### config.mk
export PLATFORM = sky130hd
export DESIGN_NAME = itb_irq_ctrl
export DESIGN_NICKNAME = d
export VERILOG_FILES = /design/src/logic/itb_pkg.sv /design/src/logic/itb_tick_if.sv /design/src/logic/itb_time_base.sv /design/src/logic/itb_irq_ctrl.sv
export SDC_FILE = /design/constraint.sdc
export NUM_CORES = 1
export LEC_CHECK = 0
export BUFFER_PORTS_ARGS = -buffer_cell sky130_fd_sc_hd__buf_2
export CORE_ASPECT_RATIO = 1.25
export CORE_MARGIN = 4
export CORE_UTILIZATION = 35
export CTS_CLUSTER_DIAMETER = 40
export DETAILED_ROUTE_END_ITERATION = 8
export HOLD_SLACK_MARGIN = 0.02
export SLEW_MARGIN = 5
export SYNTH_ARGS = -nofsm -noshare
export SYNTH_HDL_FRONTEND = slang
export SYNTH_SLANG_ARGS = --single-unit
### constraint.sdc
create_clock -name clk -period 3.5 [get_ports clk]
set_clock_uncertainty 0.1 [all_clocks]
set_input_delay 0.35 -clock clk [delete_from_list [all_inputs] [get_ports clk]]
set_output_delay 0.35 -clock clk [all_outputs]
set_load 0.02 [all_outputs]
### src/logic/itb_pkg.sv
/*
  Package of the interrupt and time base controller: register offsets, field
  positions, reset values, source indices and time base constants.
  Assumes a 32-bit classic Wishbone register bus and a 100 MHz system clock.
*/
package itb_pkg;

  // ----------------------------------------------------------------
  // Register offsets (byte addresses)
  // ----------------------------------------------------------------
  localparam logic [7:0] OFS_CTRL     = 8'h00;
  localparam logic [7:0] OFS_ENABLE   = 8'h04;
  localparam logic [7:0] OFS_FLAGS    = 8'h08;
  localparam logic [7:0] OFS_PRESCALE = 8'h0c;
  localparam logic [7:0] OFS_TB0      = 8'h10;
  localparam logic [7:0] OFS_TB1      = 8'h14;
  localparam logic [7:0] OFS_STATUS   = 8'h18;

  // ----------------------------------------------------------------
  // Sources, in priority order (index 0 highest)
  // ----------------------------------------------------------------
  localparam int NUM_SRC  = 10;
  localparam int SRC_CONV = 0;
  localparam int SRC_TB0  = 1;
  localparam int SRC_TB1  = 2;
  localparam int SRC_SER  = 3;
  localparam int SRC_LOW  = 4;
  localparam int SRC_EE   = 5;
  localparam int SRC_PTMP = 6;
  localparam int SRC_PTMA = 7;
  localparam int SRC_STMP = 8;
  localparam int SRC_STMA = 9;

  // ----------------------------------------------------------------
  // Field positions and reset values
  // ----------------------------------------------------------------
  localparam int CTRL_GIE_BIT  = 0;
  localparam int TB_RUN_BIT    = 7;
  localparam int TB_PER_LSB    = 0;
  localparam int STAT_ANY_BIT  = 4;
  localparam int STAT_FULL_BIT = 5;
  localparam logic [9:0] RST_ENABLE   = 10'h000;
  localparam logic [9:0] RST_FLAGS    = 10'h000;
  localparam logic [1:0] RST_PRESCALE = 2'h0;
  localparam logic [7:0] RST_TBCTRL   = 8'h00;
  localparam logic       RST_GIE      = 1'b0;

  // ----------------------------------------------------------------
  // Prescaler and time base constants
  // ----------------------------------------------------------------
  localparam logic [1:0] PSC_SYS     = 2'h0;
  localparam logic [1:0] PSC_SYS_DIV = 2'h1;
  localparam int         PSC_DIV     = 4;
  localparam int         TB_MIN_EXP  = 8;
  localparam int         TB_CNT_W    = 15;

endpackage : itb_pkg

### src/logic/itb_tick_if.sv
/*
  Interface between the controller and one time base unit.
  Assumes both ends run on the same system clock.
*/
interface itb_tick_if;
  logic       tick;       // Prescaled clock enable
  logic       run;        // Unit enable
  logic [2:0] periodSel;  // Period exponent offset
  logic       overflow;   // One-cycle divider overflow

  modport ctrl (output tick, output run, output periodSel, input overflow);
  modport unit (input tick, input run, input periodSel, output overflow);
endinterface : itb_tick_if

### src/logic/itb_time_base.sv
/*
  One time base unit: a divider counting prescaled ticks, pulsing overflow
  after two to the power of eight plus the period code ticks.
  Assumes tick is a one-cycle enable on the system clock.
*/
module itb_time_base (
  input  wire logic clk,          // System clock
  input  wire logic rst,          // Synchronous reset, active high
  itb_tick_if.unit  tb            // Tick, run, period and overflow
);

  logic [itb_pkg::TB_CNT_W-1:0] count_r;
  logic [itb_pkg::TB_CNT_W-1:0] count_nxt;
  logic                         ovf_r;
  logic                         ovf_nxt;

  // Last count value of the selected period
  function automatic logic [itb_pkg::TB_CNT_W-1:0] periodLast(input logic [2:0] sel);
    logic [itb_pkg::TB_CNT_W:0] one;
    one = '0;
    one[itb_pkg::TB_MIN_EXP + int'(sel)] = 1'b1;
    return itb_pkg::TB_CNT_W'(one - 1'b1);
  endfunction : periodLast

  // ----------------------------------------------------------------
  // Divider
  // ----------------------------------------------------------------
  // Count ticks while running, clear when stopped
  always_comb begin
    count_nxt = count_r;
    ovf_nxt   = 1'b0;
    if (!tb.run) begin
      count_nxt = '0;
    end else if (tb.tick) begin
      if (count_r >= periodLast(tb.periodSel)) begin
        count_nxt = '0;
        ovf_nxt   = 1'b1;
      end else begin
        count_nxt = count_r + 1'b1;
      end
    end
  end

  // Register divider state
  always_ff @(posedge clk) begin
    if (rst) begin
      count_r <= '0;
      ovf_r   <= 1'b0;
    end else begin
      count_r <= count_nxt;
      ovf_r   <= ovf_nxt;
    end
  end

  assign tb.overflow = ovf_r;

  // ----------------------------------------------------------------
  // Checks
  // ----------------------------------------------------------------
  property p_tb_stop;
    @(posedge clk) disable iff (rst) !tb.run |=> count_r == '0 && !ovf_r;
  endproperty
  a_tb_stop: assert property (p_tb_stop) else $error("time base counts while stopped");

  property p_tb_period;
    @(posedge clk) disable iff (rst)
      tb.run && tb.tick && count_r == periodLast(tb.periodSel) |=> ovf_r && count_r == '0;
  endproperty
  a_tb_period: assert property (p_tb_period) else $error("no overflow at period end");

  property p_tb_early;
    @(posedge clk) disable iff (rst) ovf_r |-> $past(count_r) == periodLast($past(tb.periodSel));
  endproperty
  a_tb_early: assert property (p_tb_early) else $error("overflow before period end");

endmodule : itb_time_base

### src/logic/itb_irq_ctrl.sv
/*
  Interrupt request controller with two time base units and a prescaler,
  reached over a classic Wishbone slave with 8/16-bit registers in 32-bit words.
  Assumes event inputs are one-cycle pulses synchronous to clk, and the core
  pushes the program counter on pcPush and jumps to irqVector on irqCall.
*/
// Behaviour
// - Conversion-done pulse sets the conversion request flag.
// - Call only with global enable, source enable set and stack not full.
// - Servicing clears the chosen flag and the global enable.
// - Each time base overflow sets its own request flag.
// - Prescaler source: 00 system clock, 01 system clock/4, 1x sub clock.
// - Period is two to the eight plus code prescaled ticks.
// - Sync or two-wire serial events set the serial flag.
// - Async serial events set the serial flag.
// - Servicing serial never clears the async unit's own status.
// - Low supply report sets the low supply flag.
// - EEPROM write finish sets the EEPROM flag.
// - Each timer has separate P and A match flags, enables, vectors.
// - Any flag rising wakes the device, whatever the enables.
// - A set flag stays until serviced or cleared by software.
// - Only the program counter is pushed when servicing.
// - Interrupt return restores PC and sets global enable; plain return doesn't.
// - Requests during cleared global enable are still latched.
module itb_irq_ctrl (
  input  wire logic        clk,             // System clock, 100 MHz
  input  wire logic        rst,             // Synchronous reset, active high
  input  wire logic        wb_cyc_i,        // Wishbone cycle
  input  wire logic        wb_stb_i,        // Wishbone strobe
  input  wire logic        wb_we_i,         // Wishbone write enable
  input  wire logic [7:0]  wb_adr_i,        // Wishbone byte address
  input  wire logic [3:0]  wb_sel_i,        // Wishbone byte enables
  input  wire logic [31:0] wb_dat_i,        // Wishbone write data
  output logic      [31:0] wb_dat_o,        // Wishbone read data
  output logic             wb_ack_o,        // Wishbone acknowledge
  input  wire logic        convDone,        // Conversion finished pulse
  input  wire logic        serialAsyncMode, // Serial module in async mode
  input  wire logic        syncByteDone,    // Sync byte sent or received
  input  wire logic        syncAddrMatch,   // Two-wire slave address match
  input  wire logic        syncBusTimeout,  // Two-wire bus time-out
  input  wire logic        asyncTxEmpty,    // Async transmit register empty
  input  wire logic        asyncTxIdle,     // Async transmitter idle
  input  wire logic        asyncRxAvail,    // Async receive data available
  input  wire logic        asyncOverrun,    // Async receive overrun
  input  wire logic        asyncAddrDetect, // Async address detect
  input  wire logic        asyncRxWake,     // Async receive pin wake-up
  input  wire logic        lowSupply,       // Low supply detector report pulse
  input  wire logic        eepromWriteDone, // EEPROM write cycle finished
  input  wire logic        ptmPMatch,       // Periodic timer P match
  input  wire logic        ptmAMatch,       // Periodic timer A match
  input  wire logic        stmPMatch,       // Standard timer P match
  input  wire logic        stmAMatch,       // Standard timer A match
  input  wire logic        subClkTick,      // Slow sub clock enable pulse
  input  wire logic        stackFull,       // Core return stack full
  input  wire logic        retStrobe,       // Core executes plain return
  input  wire logic        retiStrobe,      // Core executes interrupt return
  output logic             irqCall,         // Vector call pulse to core
  output logic      [3:0]  irqVector,       // Source index of the call
  output logic             pcPush,          // Push program counter only
  output logic             wakeUp           // Wake from sleep or idle pulse
);

  localparam int N = itb_pkg::NUM_SRC;

  logic          gie_r,    gie_nxt;
  logic [N-1:0]  enable_r, enable_nxt;
  logic [N-1:0]  flags_r,  flags_nxt;
  logic [1:0]    psc_r,    psc_nxt;
  logic [7:0]    time_base_0_control_r,   time_base_0_control_nxt;
  logic [7:0]    time_base_1_control_r,   time_base_1_control_nxt;
  logic [1:0]    div_r,    div_nxt;
  logic          ack_r,    ack_nxt;
  logic [31:0]   rdat_r,   rdat_nxt;
  logic          call_r,   call_nxt;
  logic [3:0]    vec_r,    vec_nxt;
  logic          wake_r,   wake_nxt;
  logic [N-1:0]  events;
  logic [N-1:0]  pending;
  logic [3:0]    topIdx;
  logic          callFire;
  logic          busReq;
  logic          busWr;
  logic          pscTick;
  logic          serialEvt;

  itb_tick_if tick0 ();
  itb_tick_if tick1 ();

  // Index of the highest priority set bit
  function automatic logic [3:0] firstSet(input logic [N-1:0] v);
    logic [3:0] idx;
    idx = 4'h0;
    for (int i = N - 1; i >= 0; i--) begin
      if (v[i]) begin
        idx = 4'(i);
      end
    end
    return idx;
  endfunction : firstSet

  // Merge write data into a register value by byte enables
  function automatic logic [15:0] laneMerge(input logic [15:0] old, input logic [31:0] d,
                                            input logic [3:0] sel);
    logic [15:0] res;
    res = old;
    if (sel[0]) begin
      res[7:0] = d[7:0];
    end
    if (sel[1]) begin
      res[15:8] = d[15:8];
    end
    return res;
  endfunction : laneMerge

  // ----------------------------------------------------------------
  // Prescaler and time base units
  // ----------------------------------------------------------------
  // Select the prescaled clock enable
  always_comb begin
    div_nxt = div_r + 2'h1;
    case (psc_r)
      itb_pkg::PSC_SYS:     pscTick = 1'b1;
      itb_pkg::PSC_SYS_DIV: pscTick = (div_r == 2'(itb_pkg::PSC_DIV - 1));
      default:              pscTick = subClkTick;
    endcase
  end

  assign tick0.tick      = pscTick;
  assign tick0.run       = time_base_0_control_r[itb_pkg::TB_RUN_BIT];
  assign tick0.periodSel = time_base_0_control_r[itb_pkg::TB_PER_LSB +: 3];
  assign tick1.tick      = pscTick;
  assign tick1.run       = time_base_1_control_r[itb_pkg::TB_RUN_BIT];
  assign tick1.periodSel = time_base_1_control_r[itb_pkg::TB_PER_LSB +: 3];

  itb_time_base u_tb0 (.clk(clk), .rst(rst), .tb(tick0.unit));
  itb_time_base u_tb1 (.clk(clk), .rst(rst), .tb(tick1.unit));

  // ----------------------------------------------------------------
  // Request events and arbitration
  // ----------------------------------------------------------------
  // Serial flag sources depend on the serial mode
  always_comb begin
    if (serialAsyncMode) begin
      serialEvt = asyncTxEmpty | asyncTxIdle | asyncRxAvail |
                  asyncOverrun | asyncAddrDetect | asyncRxWake;
    end else begin
      serialEvt = syncByteDone | syncAddrMatch | syncBusTimeout;
    end
  end

  // Gather event pulses by source index
  always_comb begin
    events                     = '0;
    events[itb_pkg::SRC_CONV]  = convDone;
    events[itb_pkg::SRC_TB0]   = tick0.overflow;
    events[itb_pkg::SRC_TB1]   = tick1.overflow;
    events[itb_pkg::SRC_SER]   = serialEvt;
    events[itb_pkg::SRC_LOW]   = lowSupply;
    events[itb_pkg::SRC_EE]    = eepromWriteDone;
    events[itb_pkg::SRC_PTMP]  = ptmPMatch;
    events[itb_pkg::SRC_PTMA]  = ptmAMatch;
    events[itb_pkg::SRC_STMP]  = stmPMatch;
    events[itb_pkg::SRC_STMA]  = stmAMatch;
  end

  // Enabled pending requests and the winner
  assign pending  = flags_r & enable_r;
  assign topIdx   = firstSet(pending);
  assign callFire = gie_r && (|pending) && !stackFull && !call_r;

  // ----------------------------------------------------------------
  // Bus slave and register state
  // ----------------------------------------------------------------
  assign busReq = wb_cyc_i && wb_stb_i && !ack_r;
  assign busWr  = busReq && wb_we_i;

  // Next values of registers, flags and core signals
  always_comb begin
    gie_nxt    = gie_r;
    enable_nxt = enable_r;
    flags_nxt  = flags_r;
    psc_nxt    = psc_r;
    time_base_0_control_nxt   = time_base_0_control_r;
    time_base_1_control_nxt   = time_base_1_control_r;
    ack_nxt    = busReq;
    rdat_nxt   = rdat_r;
    call_nxt   = callFire;
    vec_nxt    = callFire ? topIdx : vec_r;
    if (busWr) begin
      case (wb_adr_i)
        itb_pkg::OFS_CTRL:     if (wb_sel_i[0]) gie_nxt = wb_dat_i[itb_pkg::CTRL_GIE_BIT];
        itb_pkg::OFS_ENABLE:   enable_nxt = N'(laneMerge(16'(enable_r), wb_dat_i, wb_sel_i));
        itb_pkg::OFS_FLAGS:    flags_nxt  = N'(laneMerge(16'(flags_r), wb_dat_i, wb_sel_i));
        itb_pkg::OFS_PRESCALE: if (wb_sel_i[0]) psc_nxt = wb_dat_i[1:0];
        itb_pkg::OFS_TB0:      if (wb_sel_i[0]) time_base_0_control_nxt = wb_dat_i[7:0] & 8'h87;
        itb_pkg::OFS_TB1:      if (wb_sel_i[0]) time_base_1_control_nxt = wb_dat_i[7:0] & 8'h87;
        default:               ;
      endcase
    end
    if (retiStrobe) begin
      gie_nxt = 1'b1;
    end
    if (callFire) begin
      flags_nxt[topIdx] = 1'b0;
      gie_nxt           = 1'b0;
    end
    flags_nxt = flags_nxt | events;
    wake_nxt  = |(flags_nxt & ~flags_r);
    if (busReq && !wb_we_i) begin
      rdat_nxt = 32'h0000_0000;
      case (wb_adr_i)
        itb_pkg::OFS_CTRL:     rdat_nxt[itb_pkg::CTRL_GIE_BIT] = gie_r;
        itb_pkg::OFS_ENABLE:   rdat_nxt[N-1:0] = enable_r;
        itb_pkg::OFS_FLAGS:    rdat_nxt[N-1:0] = flags_r;
        itb_pkg::OFS_PRESCALE: rdat_nxt[1:0]   = psc_r;
        itb_pkg::OFS_TB0:      rdat_nxt[7:0]   = time_base_0_control_r;
        itb_pkg::OFS_TB1:      rdat_nxt[7:0]   = time_base_1_control_r;
        itb_pkg::OFS_STATUS: begin
          rdat_nxt[3:0]                    = topIdx;
          rdat_nxt[itb_pkg::STAT_ANY_BIT]  = |pending;
          rdat_nxt[itb_pkg::STAT_FULL_BIT] = stackFull;
        end
        default:               rdat_nxt = 32'h0000_0000;
      endcase
    end
  end

  // Register all state
  always_ff @(posedge clk) begin
    if (rst) begin
      gie_r    <= itb_pkg::RST_GIE;
      enable_r <= itb_pkg::RST_ENABLE;
      flags_r  <= itb_pkg::RST_FLAGS;
      psc_r    <= itb_pkg::RST_PRESCALE;
      time_base_0_control_r   <= itb_pkg::RST_TBCTRL;
      time_base_1_control_r   <= itb_pkg::RST_TBCTRL;
      div_r    <= 2'h0;
      ack_r    <= 1'b0;
      rdat_r   <= 32'h0000_0000;
      call_r   <= 1'b0;
      vec_r    <= 4'h0;
      wake_r   <= 1'b0;
    end else begin
      gie_r    <= gie_nxt;
      enable_r <= enable_nxt;
      flags_r  <= flags_nxt;
      psc_r    <= psc_nxt;
      time_base_0_control_r   <= time_base_0_control_nxt;
      time_base_1_control_r   <= time_base_1_control_nxt;
      div_r    <= div_nxt;
      ack_r    <= ack_nxt;
      rdat_r   <= rdat_nxt;
      call_r   <= call_nxt;
      vec_r    <= vec_nxt;
      wake_r   <= wake_nxt;
    end
  end

  // Outputs toward bus and core
  assign wb_ack_o  = ack_r;
  assign wb_dat_o  = rdat_r;
  assign irqCall   = call_r;
  assign irqVector = vec_r;
  assign pcPush    = call_r;
  assign wakeUp    = wake_r;

  // ----------------------------------------------------------------
  // Checks
  // ----------------------------------------------------------------
  property p_call_cond;
    @(posedge clk) disable iff (rst)
      irqCall |-> $past(gie_r) && !$past(stackFull) && $past(pending[topIdx]);
  endproperty
  a_call_cond: assert property (p_call_cond) else $error("call without enables or with full stack");

  property p_call_gie;
    @(posedge clk) disable iff (rst) irqCall && !$past(retiStrobe) |-> !gie_r;
  endproperty
  a_call_gie: assert property (p_call_gie) else $error("global enable not cleared on call");

  property p_call_flag;
    @(posedge clk) disable iff (rst) irqCall && !$past(events[vec_r]) |-> !flags_r[vec_r];
  endproperty
  a_call_flag: assert property (p_call_flag) else $error("serviced flag not cleared");

  property p_prio;
    @(posedge clk) disable iff (rst)
      irqCall |-> ($past(pending) & ((10'h001 << vec_r) - 10'h001)) == '0;
  endproperty
  a_prio: assert property (p_prio) else $error("lower priority source served first");

  property p_events_latch;
    @(posedge clk) disable iff (rst) |events |=> (flags_r & $past(events)) == $past(events);
  endproperty
  a_events_latch: assert property (p_events_latch) else $error("request event lost");

  property p_flag_hold;
    @(posedge clk) disable iff (rst)
      !(busWr && wb_adr_i == itb_pkg::OFS_FLAGS) && !callFire |=> (flags_r & $past(flags_r)) == $past(flags_r);
  endproperty
  a_flag_hold: assert property (p_flag_hold) else $error("request flag dropped on its own");

  property p_wake;
    @(posedge clk) disable iff (rst) (|(flags_nxt & ~flags_r)) |=> wakeUp;
  endproperty
  a_wake: assert property (p_wake) else $error("no wake-up on flag rise");

  property p_return_from_interrupt;
    @(posedge clk) disable iff (rst) retiStrobe && !callFire |=> gie_r;
  endproperty
  a_return_from_interrupt: assert property (p_return_from_interrupt) else $error("interrupt return did not set global enable");

  property p_ret;
    @(posedge clk) disable iff (rst)
      retStrobe && !retiStrobe && !gie_r && !(busWr && wb_adr_i == itb_pkg::OFS_CTRL) |=> !gie_r;
  endproperty
  a_ret: assert property (p_ret) else $error("plain return changed global enable");

  property p_ack;
    @(posedge clk) disable iff (rst) busReq |=> wb_ack_o ##1 !wb_ack_o;
  endproperty
  a_ack: assert property (p_ack) else $error("bus acknowledge not one cycle after request");

  property p_serial;
    @(posedge clk) disable iff (rst) serialAsyncMode && asyncRxAvail |=> flags_r[itb_pkg::SRC_SER];
  endproperty
  a_serial: assert property (p_serial) else $error("async event did not set serial flag");

endmodule : itb_irq_ctrl

; Word level (Yosys, flattened, before mapping)
; Index checks and enable logic that the tools add are counted.
[word_totals]
ff_bits = 82
inputBits = 70
out_inout_bits = 40
word_cells = 124
[op_classes]
addsub = 7
n_lt_le_gt_ge = 8
n_eq_ne = 8
n_mux = 36
n_bitwise = 16
reduce_logical = 32
[op_table]
columns = cell, count
row1 = greater-or-equal comparator 32 x 1 -> 1 bit (second input constant), 2
row2 = < comparator 32 x 6 -> 1 bit (second input constant), 2
row3 = two-way mux 4 bit, 10
row4 = adder 15 x 1 -> 15 bit (second input constant), 2
row5 = bitwise AND 10 bit, 3
row6 = greater-or-equal comparator 15 bit, 2
row7 = two-way mux 10 bit, 3
row8 = two-way mux 15 bit, 2
row9 = subtractor 15 x 1 -> 15 bit (second input constant), 2
row10 = == test 8 x 5 -> 1 bit (second input constant), 3
row11 = NOT 10 bit, 2
row12 = case mux 4 bit (5 select lines), 1
row13 = OR reduction 10 bit, 2
row14 = AND reduction 3 bit, 6
row15 = == test 8 x 4 -> 1 bit (second input constant), 2
row16 = demux 1 bit (select 4 bit), 3
row17 = adder 4 x 3 -> 5 bit (first input constant), 2
row18 = logical AND 1 bit, 10
row19 = two-way mux 1 bit, 10
row20 = OR 10 bit, 1
row21 = == test 8 x 3 -> 1 bit (second input constant), 1
row22 = zero test 8 bit, 1
row23 = two-way mux 8 bit, 1
row24 = case mux 2 bit (4 select lines), 1
row25 = other kinds (17), 33

; Logic depth before layout (Yosys ltp)
; Gate-level depths: netlist (run 1).
[logic_depth]
ltp_word = 21
depth_mapped = 16
mapped_depth_nobuf = 13

; Cells and area by module
; Synthesis (run 1) repeated with hierarchy kept, for this count alone.
[unflattened]
cells_unflattened = 577
hier_area_um2 = 4850.9
[modules_own_cells]
columns = mod, n_inst, cells_each, area_per_inst_um2, seq_area_each_um2
row1 = itb_irq_ctrl, 1, 351, 2834.0, 1001.0
row2 = itb_time_base, 2, 113, 1008.5, 320.3

; Worst setup path before layout (run 1)
; Ideal clock, no wire load.
[synth_timing]
kind = reg-to-reg
from = register time_base_0_control_r[0]
to = register u_tb0.count_r[10] (netlist name)
setup_ns = 0.117
arrival_ns = 2.643
t_required_ns = 3.283
slack_ns = 0.640
path_stages_with_launch = 14
path_buffers = 3
period_less_slack_ns = 2.860
path_cell_list = dfxtp_1 -> clkbuf_1 -> or3_1 -> ha_1 -> clkbuf_1 -> xnor2_1 -> ha_1 -> and4_1 -> o2111a_1 -> o31ai_1 -> a21o_1 -> o21bai_1 -> buf_2 -> nor2_1
[synth_between]
elab_chain_cells = 8
word_cells_on_any_way = 9
cone_classes = 2 x add/sub / 3 x order compare / 3 x mux / 1 x reduce/logical
[synth_rtl]
columns = item, line_no
row1 = "start, declared", itb_irq_ctrl.sv:69  ; logic [7:0] time_base_0_control_r, time_base_0_control_nxt;
row2 = "start signal, assigned", itb_irq_ctrl.sv:235  ; time_base_0_control_r <= itb_pkg::RST_TBCTRL;
row3 = "start signal, assigned", itb_irq_ctrl.sv:248  ; time_base_0_control_r <= time_base_0_control_nxt;
row4 = adder 4 x 3 -> 5 bit (*), itb_time_base.sv:21  ; one[itb_pkg::TB_MIN_EXP + int'(sel)] = 1'b1;
row5 = greater-or-equal comparator 32 x 1 -> 1 bit (not written as such) or < comparator 32 x 6 -> 1 bit (tied branches), itb_time_base.sv:21
row6 = logical AND 1 bit (not written as such), itb_time_base.sv:21
row7 = two-way mux 1 bit (not written as such), itb_time_base.sv:21
row8 = demux 1 bit (select 4 bit) (*), n/a
row9 = subtractor 15 x 1 -> 15 bit (*), itb_time_base.sv:22  ; return itb_pkg::TB_CNT_W'(one - 1'b1);
row10 = greater-or-equal comparator 15 bit (*), itb_time_base.sv:35  ; if (count_r >= periodLast(tb.periodSel)) begin
row11 = two-way mux 15 bit (*), itb_time_base.sv:35
row12 = "end signal, assigned", itb_time_base.sv:50  ; count_r <= count_nxt;
row13 = "end, declared", itb_time_base.sv:12  ; logic [itb_pkg::TB_CNT_W-1:0] count_r;
; Mark *: on every way between the ends. The rest lies on a longest branch, timed or not.
; A chain may end at the register's enable or synchronous reset.

; Worst setup path in the final report (run 1)
[layout_timing]
from = register time_base_0_control_r[1]
to = register u_tb0.count_r[6] (netlist name)
; The elaborated chain is that of the path after synthesis.

==> results.sh, run 1 <==
export IMPL_outcome="finished, final reports clean"
export IMPL_tns_ns=0
export IMPL_worst_skew_pair_late_latency_ns=0.34
export IMPL_cts_path_max_buffers=2
export IMPL_total_design_power_mw=2.07
export IMPL_worst_setup_path_type="reg -> reg"
export IMPL_maximum_number_of_pins_on_one_net_before_global_route_repair=50
export IMPL_maxCapViolCount=0
export IMPL_ys_warn_count=0
export IMPL_routed_via_count=4417
export IMPL_post_synth_top_count_cell="sky130_fd_sc_hd__nor2_1"
export IMPL_rows=47
export IMPL_synth_edf_count=0
export IMPL_synth_main_ff_cell="sky130_fd_sc_hd__dfxtp_1"
export IMPL_synth_top_cell_area_share_pct=34.2
export IMPL_drc=0
export IMPL_tritoncts="built"
export IMPL_clock_tree_root_cell="sky130_fd_sc_hd__clkbuf_16"
export IMPL_netlist_top_cell_by_area="sky130_fd_sc_hd__dfxtp_1"
export IMPL_synthTopCellsByArea="sky130_fd_sc_hd__dfxtp_1 (34%), sky130_fd_sc_hd__nor2_1 (6.5%), sky130_fd_sc_hd__ha_1 (4.9%), sky130_fd_sc_hd__a21oi_1 (4.8%), sky130_fd_sc_hd__buf_4 (4.4%)"
export IMPL_first_global_vias=4382
export IMPL_routed_wire_length_per_instance_um=15.7
export IMPL_synthDistinctLibCells=69
export IMPL_ioPinCount=110
export IMPL_timing_critical_path_required_ns=3.61
export IMPL_asyncSetResetFlopFracSynth_pct=0
export IMPL_gp_congestion=0.889
export IMPL_cts_inserted_buffers=9
export IMPL_grt_setup_unrepaired="no"
export IMPL_clkTransAtPathRegs_ns=0.06
export IMPL_synth_sequential_area_ratio_pct=34.2
export IMPL_crit_path_cell_trace="or3_1 > ha_1 > xnor2_1 > ha_1 > and4_1 > o2111a_1 > o31ai_1 > a21o_1 > o21bai_2 > nor2_1"
export IMPL_postCtsHoldBufs=0
export IMPL_synth_fa_ha_area_share_pct=4.95
export IMPL_max_slew_margin_rel_pct=39.6
export IMPL_die_x_um=113
export IMPL_vdd_ir_drop_worst_mv=0.210
export IMPL_antenna_cells_inserted=0
export IMPL_count_of_buffering_cells_on_the_critical_path_with_inverters_included=0
export IMPL_critical_path_top_delay_family="compound AO/OA/AOI/OAI gates"
export IMPL_timing_worst_slew_pin_value_ns=0.903
export IMPL_routed_via_density=5.37
export IMPL_fp_dieArea_um2=15700
export IMPL_fraction_of_the_mapped_netlist_area_in_simple_logic_gates_pct=26.7
export IMPL_timing_critical_path_mode_cell="sky130_fd_sc_hd__ha_1"
export IMPL_avgSynthCellArea_um2=8.02
export IMPL_synth_xor_area_share_pct=5.47
export IMPL_synth_commonest_cells="sky130_fd_sc_hd__nor2_1 (83), sky130_fd_sc_hd__dfxtp_1 (82), sky130_fd_sc_hd__nand2_1 (55)"
export IMPL_fmaxAchievable_mhz=336
export IMPL_area_growth_pct=13.2
export IMPL_crit_fanout=12
export IMPL_power_leakage_nw=2.14
export IMPL_power_per_standard_cell_area_nw_per_um2=381
export IMPL_final_area_um2=5440
export IMPL_final_net_count=736
export IMPL_synthesis_area_um2=4800
export IMPL_synth_compound_area_share_pct=17.2
export IMPL_hold_violations=0
export IMPL_layout_worst_path_cycle_share_pct=85.0
export IMPL_worst_hold_path_type="in -> reg"
export IMPL_layoutNonFillerInstCount=823
export IMPL_ys_seq_elements=82
export IMPL_hpwl_um=9920
export IMPL_start_kind="flip-flop"
export IMPL_synth_top_family_by_area="simple AND/OR/NAND/NOR gates"
export IMPL_die_height_um=139
export IMPL_placedInstanceArea_um2=5130
export IMPL_htree_num_levels=3
export IMPL_slew_violations=0
export IMPL_global_route_total_overflow=0
export IMPL_critical_path_arrival_ns=3.08
export IMPL_endpoint_kind="flip-flop"
export IMPL_post_route_cells_drive_above_1_share_pct=15.3
export IMPL_grt_first_pass_wirelength_um=21700
export IMPL_cp_slowest_cell="sky130_fd_sc_hd__o21bai_2"
export IMPL_setup_viol=0
export IMPL_cts_num_sinks=82
export IMPL_timing_critical_path_slowest_cell_delay_ns=0.43
export IMPL_drt_antenna_violating_nets=0
export IMPL_period_minus_slack_ns=2.98
export IMPL_floorplan_initialDensity_pct=36.0
export IMPL_grt_util_all_layers_pct=16.7
export IMPL_synthesis_instances=599
export IMPL_detail_route_first_pass_iterations=5
export IMPL_core_area_um2=13300
export IMPL_drt_first_iter_violations=336
export IMPL_finish_utilization_pct=40.7
export IMPL_place_inst=807
export IMPL_initial_antenna_violation_count=0
export IMPL_io_buffers=62
export IMPL_wl_um=12900
export IMPL_muxShareOfSynthArea_pct=3.02
## state kept, by name, summed over array words and instances, names as in the netlist
register / flops
div_r: 2
u_tb1.count_r: 15
time_base_0_control_r: 4
wb_dat_o: 10
wakeUp: 1
u_tb1.tb.overflow: 1
flags_r: 10
irqCall: 1
u_tb0.tb.overflow: 1
wb_ack_o: 1
u_tb0.count_r: 15
psc_r: 2
enable_r: 10
time_base_1_control_r: 4
gie_r: 1
irqVector: 4
## tightest hold or removal path: stages
cell and delay [ns]:
sky130_fd_sc_hd__buf_2 0.09, sky130_fd_sc_hd__a21oi_1 0.04, sky130_fd_sc_hd__nor2_1 0.07
## power breakdown
part           switching [mW]  total [mW]  internal [mW]
logic                  0.0970       0.147         0.0496
registers              0.0151       0.961          0.946
clock network           0.373       0.964          0.590
## final cells by class
type,instances,area [µm²]
clock buffers,12,256
clock inverters,4,50.0
well taps,171,214
inverters,27,101
repair buffers,65,333
flip-flops and latches,82,1640
multi-input cells,462,2840
fillers,1315,7910
## worst paths after layout
| kind | depth (start not counted) | start | to | slack (ns) |
|---|---|---|---|---|
| setup / recovery | 10 | time_base_0_control_r[1]$_SDFFE_PP0P_ | u_tb0.count_r[6]$_SDFFE_PP0N_ | 0.52 |
| hold / removal | 3 | ptmPMatch | flags_r[6]$_SDFF_PP0_ | 0.14 |
| setup reg to reg | 10 | time_base_0_control_r[1]$_SDFFE_PP0P_ | u_tb0.count_r[6]$_SDFFE_PP0N_ | 0.52 |
| hold reg to reg | 1 | div_r[0]$_SDFF_PP0_ | div_r[0]$_SDFF_PP0_ | 0.32 |
## placed cells by master, fill, tap and decap left out, drive strengths merged, types with 3 or more instances in the layout
master	Yosys	final
o21ai	10	10
nor2	83	83
buf	34	65
xor2	14	14
nand4	13	13
a21o	7	7
a221oi	8	8
a211oi	3	3
and2	8	8
nor3b	3	3
conb	1	22
nor2b	8	8
nand3	27	27
a22o	5	5
dfxtp	82	82
clkbuf	15	12
o22ai	4	4
o211a	3	3
a32o	3	3
inv	27	27
or3	3	3
a31oi	5	5
mux2i	10	10
ha	19	19
a22oi	11	11
nor4	7	7
nor3	19	19
and3	9	9
nand2b	5	5
nand2	57	57
xnor2	16	16
a21oi	46	46
## logic make-up (layout without fill, tap and decap cells)
kind of cell               Yosys count  count (layout)
AOI/OAI and AO/OA                  122             122
xor gates and xnor gates            30              30
adders and majority gates           19              19
buffers and inverters               76             108
DFF                                 82              82
muxes                               13              13
other                                1              22
and+or+nand+nor                    256             256
## layer usage
metal  GRT usage (%)  part of all wire (%)
met2            27.5                    48
met5               0                     0
met1            21.7                    44
met3            2.79                   5.7
met4            6.39                   2.5
## what timing repair did
action                                  4_1_cts  5_1_grt
gates resized for setup                       0        1
endpoints found under the setup margin        0       12
setup buffers                                 0        0
endpoints found under the hold margin         0        0
## through the flow
stage | setup WS, ns | hold slack, ns
2_1_floorplan | 0.640 | 0.299
3_3_place_gp | 0.316 | 0.306
3_5_place_dp | 0.185 | 0.316
4_1_cts | 0.159 | 0.128
5_1_grt | 0.280 | 0.133
6_report | 0.525 | 0.135
Note: power is estimated with default switching activity, not from simulation.
==> run 2, diff against run 1 <==
CORE_MARGIN = 8   (was 4)
clock period = 3.3 ns   (was 3.5 ns; I/O delays follow)
==> run 2 against run 1 <==
Net effect: die area up 13%; register-to-register slack worse by 0.17 ns; clock power up 14%; total power up 9.8%; flip-flop and latch count unchanged; critical path type unchanged; critical endpoint is now u_tb0.count_r[5]$_SDFFE_PP0N_; combinational power up 5%; largest power group unchanged; count of clock-buffer cells in the layout down 3; maximum frequency up 1.1%; global-route usage down 2.2 points.
==> results.sh, run 2 (synthesized netlist as in run 1, its figures left out) <==
export IMPL_gp_congestion=0.876
export IMPL_detail_route_first_pass_iterations=5
export IMPL_routed_wire_length_per_instance_um=15.6
export IMPL_cts_path_max_buffers=2
export IMPL_floorplan_initialDensity_pct=35.2
export IMPL_io_buffers=62
export IMPL_grt_setup_unrepaired="no"
export IMPL_wl_um=12900
export IMPL_antenna_cells_inserted=0
export IMPL_fp_dieArea_um2=17800
export IMPL_most_common_layout_cells="sky130_fd_sc_hd__nor2_1 (83), sky130_fd_sc_hd__dfxtp_1 (82), sky130_fd_sc_hd__buf_2 (62)"
export IMPL_outcome="finished, final reports clean"
export IMPL_maximum_number_of_pins_on_one_net_before_global_route_repair=50
export IMPL_ioPinCount=110
export IMPL_mostFrequentLayoutCell="sky130_fd_sc_hd__nor2_1"
export IMPL_vdd_ir_drop_worst_mv=0.178
export IMPL_crit_fanout=12
export IMPL_postCtsHoldBufs=0
export IMPL_rows=48
export IMPL_tns_ns=0
export IMPL_max_slew_margin_rel_pct=64.2
export IMPL_reg_to_reg_startpoint="time_base_0_control_r[1]$_SDFFE_PP0P_"
export IMPL_htree_num_levels=3
export IMPL_regToRegEndpoint="u_tb0.count_r[5]$_SDFFE_PP0N_"
export IMPL_power_leakage_nw=2.16
export IMPL_post_route_cells_drive_above_1_share_pct=15.9
export IMPL_number_of_gates_given_a_new_drive_strength_after_cts=0
export IMPL_maxCapViolCount=0
export IMPL_total_design_power_mw=2.28
export IMPL_layout_worst_path_cycle_share_pct=89.2
export IMPL_hpwl_um=9970
export IMPL_final_net_count=739
export IMPL_routed_via_count=4447
export IMPL_die_x_um=121
export IMPL_hold_path_endpoint="flags_r[9]$_SDFF_PP0_"
export IMPL_grt_util_all_layers_pct=14.5
export IMPL_drc=0
export IMPL_cts_inserted_buffers=9
export IMPL_clkTransAtPathRegs_ns=0.06
export IMPL_fmaxAchievable_mhz=340
export IMPL_area_growth_pct=14.2
export IMPL_period_minus_slack_ns=2.94
export IMPL_global_route_total_overflow=0
export IMPL_ff2ff_setup_slack_ns=0.36
export IMPL_drt_first_iter_violations=253
export IMPL_critical_path_arrival_ns=3.05
export IMPL_hold_violations=0
export IMPL_depth_of_the_worst_register_to_register_path=10
export IMPL_worst_setup_path_type="reg -> reg"
export IMPL_initial_antenna_violation_count=0
export IMPL_worst_hold_path_type="in -> reg"
export IMPL_core_area_um2=13600
export IMPL_slew_violations=0
export IMPL_layoutNonFillerInstCount=830
export IMPL_endpoint_kind="flip-flop"
export IMPL_holdPathStages=3
export IMPL_layout_top_registers="u_tb0.count_r (15), u_tb1.count_r (15)"
export IMPL_first_global_vias=4236
export IMPL_cts_post_setup_buffers_inserted=0
export IMPL_worst_hold_slack_ns=0.114
export IMPL_tritoncts="built"
export IMPL_power_per_standard_cell_area_nw_per_um2=415
export IMPL_fill_cells=1409
export IMPL_clock_tree_root_cell="sky130_fd_sc_hd__clkbuf_16"
export IMPL_finish_utilization_pct=40.3
export IMPL_cts_num_sinks=82
export IMPL_routed_via_density=5.36
export IMPL_drt_antenna_violating_nets=0
export IMPL_timing_critical_path_required_ns=3.41
export IMPL_setup_viol=0
export IMPL_worst_skew_pair_late_latency_ns=0.34
export IMPL_worstHoldStart="stmAMatch"
export IMPL_timing_worst_slew_pin_value_ns=0.537
export IMPL_grt_first_pass_wirelength_um=21100
export IMPL_die_height_um=147
export IMPL_start_kind="flip-flop"
export IMPL_place_inst=814
==> run 2: cell types whose count changed in the layout (fill, tap and decap cells not counted) <==
cell,before,now
sky130_fd_sc_hd__clkinvlp_4,2,1
sky130_fd_sc_hd__clkinv_4,0,3
sky130_fd_sc_hd__clkbuf_1,1,0
sky130_fd_sc_hd__inv_6,0,1
sky130_fd_sc_hd__bufinv_16,1,2
sky130_fd_sc_hd__clkinv_2,1,0
sky130_fd_sc_hd__buf_4,3,6
sky130_fd_sc_hd__clkbuf_8,2,0
==> run 2: cell type report <==
class / instances / area, µm² / share of cell area, %
inverter: 27 / 101 / 1.85
multi-input combinational: 462 / 2840 / 51.8
clock inverter: 7 / 103 / 1.87
timing repair buffer: 68 / 355 / 6.48
sequential: 82 / 1640 / 29.9
clock buffer: 9 / 225 / 4.10
tap: 175 / 219 / 3.99
==> run 2: per-layer routing <==
metal | up-vias | global-route usage [%] | wire length [µm]
li1 | 2176 | - | -
met1 | 2111 | 18.5 | 5820
met2 | 146 | 23.7 | 6140
met3 | 14 | 2.69 | 766
met4 | 0 | 5.45 | 194
met5 | - | 0 | 0
==> run 2: critical path, cell delays in order, from the launching register on <==
cell	delay (ns)
sky130_fd_sc_hd__dfxtp_1	0.38
sky130_fd_sc_hd__or3_1	0.41
sky130_fd_sc_hd__ha_1	0.28
sky130_fd_sc_hd__xnor2_1	0.18
sky130_fd_sc_hd__ha_1	0.31
sky130_fd_sc_hd__and4_1	0.19
sky130_fd_sc_hd__o2111a_1	0.18
sky130_fd_sc_hd__o31ai_1	0.06
sky130_fd_sc_hd__a21o_1	0.20
sky130_fd_sc_hd__o21bai_2	0.41
sky130_fd_sc_hd__nor2_1	0.11
==> run 2: worst max-delay path by stage <==
stage | endpoint | depth (start not counted) | start | slack (ns)
final | u_tb0.count_r[5]$_SDFFE_PP0N_ | 10 | time_base_0_control_r[1]$_SDFFE_PP0P_ | 0.36
after global routing | u_tb1.count_r[4]$_SDFFE_PP0N_ | 12 | time_base_1_control_r[0]$_SDFFE_PP0P_ | 0.14
after CTS | u_tb0.count_r[14]$_SDFFE_PP0N_ | 10 | time_base_0_control_r[1]$_SDFFE_PP0P_ | 0.06
after detailed placement | u_tb0.count_r[14]$_SDFFE_PP0N_ | 10 | time_base_0_control_r[1]$_SDFFE_PP0P_ | 0.09
after global placement | u_tb0.count_r[12]$_SDFFE_PP0N_ | 10 | time_base_0_control_r[1]$_SDFFE_PP0P_ | 0.24
after floorplan | u_tb0.count_r[10]$_SDFFE_PP0N_ | 13 | time_base_0_control_r[0]$_SDFFE_PP0P_ | 0.44
==> run 2: power breakdown <==
group / internal [mW] / total [mW] / switching (mW) / leakage (nW)
Combinational: 0.0534 / 0.155 / 0.102 / 1.34
Clock: 0.669 / 1.10 / 0.432 / 0.156
Sequential: 1.00 / 1.02 / 0.0158 / 0.665
Total: 1.73 / 2.28 / 0.549 / 2.16
==> run 2: stage by stage <==
step           area (µm²)  worst slack [ns]
2_1_floorplan        4880             0.440
3_3_place_gp         5160             0.245
3_5_place_dp         5160            0.0891
4_1_cts              5480            0.0579
5_1_grt              5490             0.139
6_report             5490             0.358
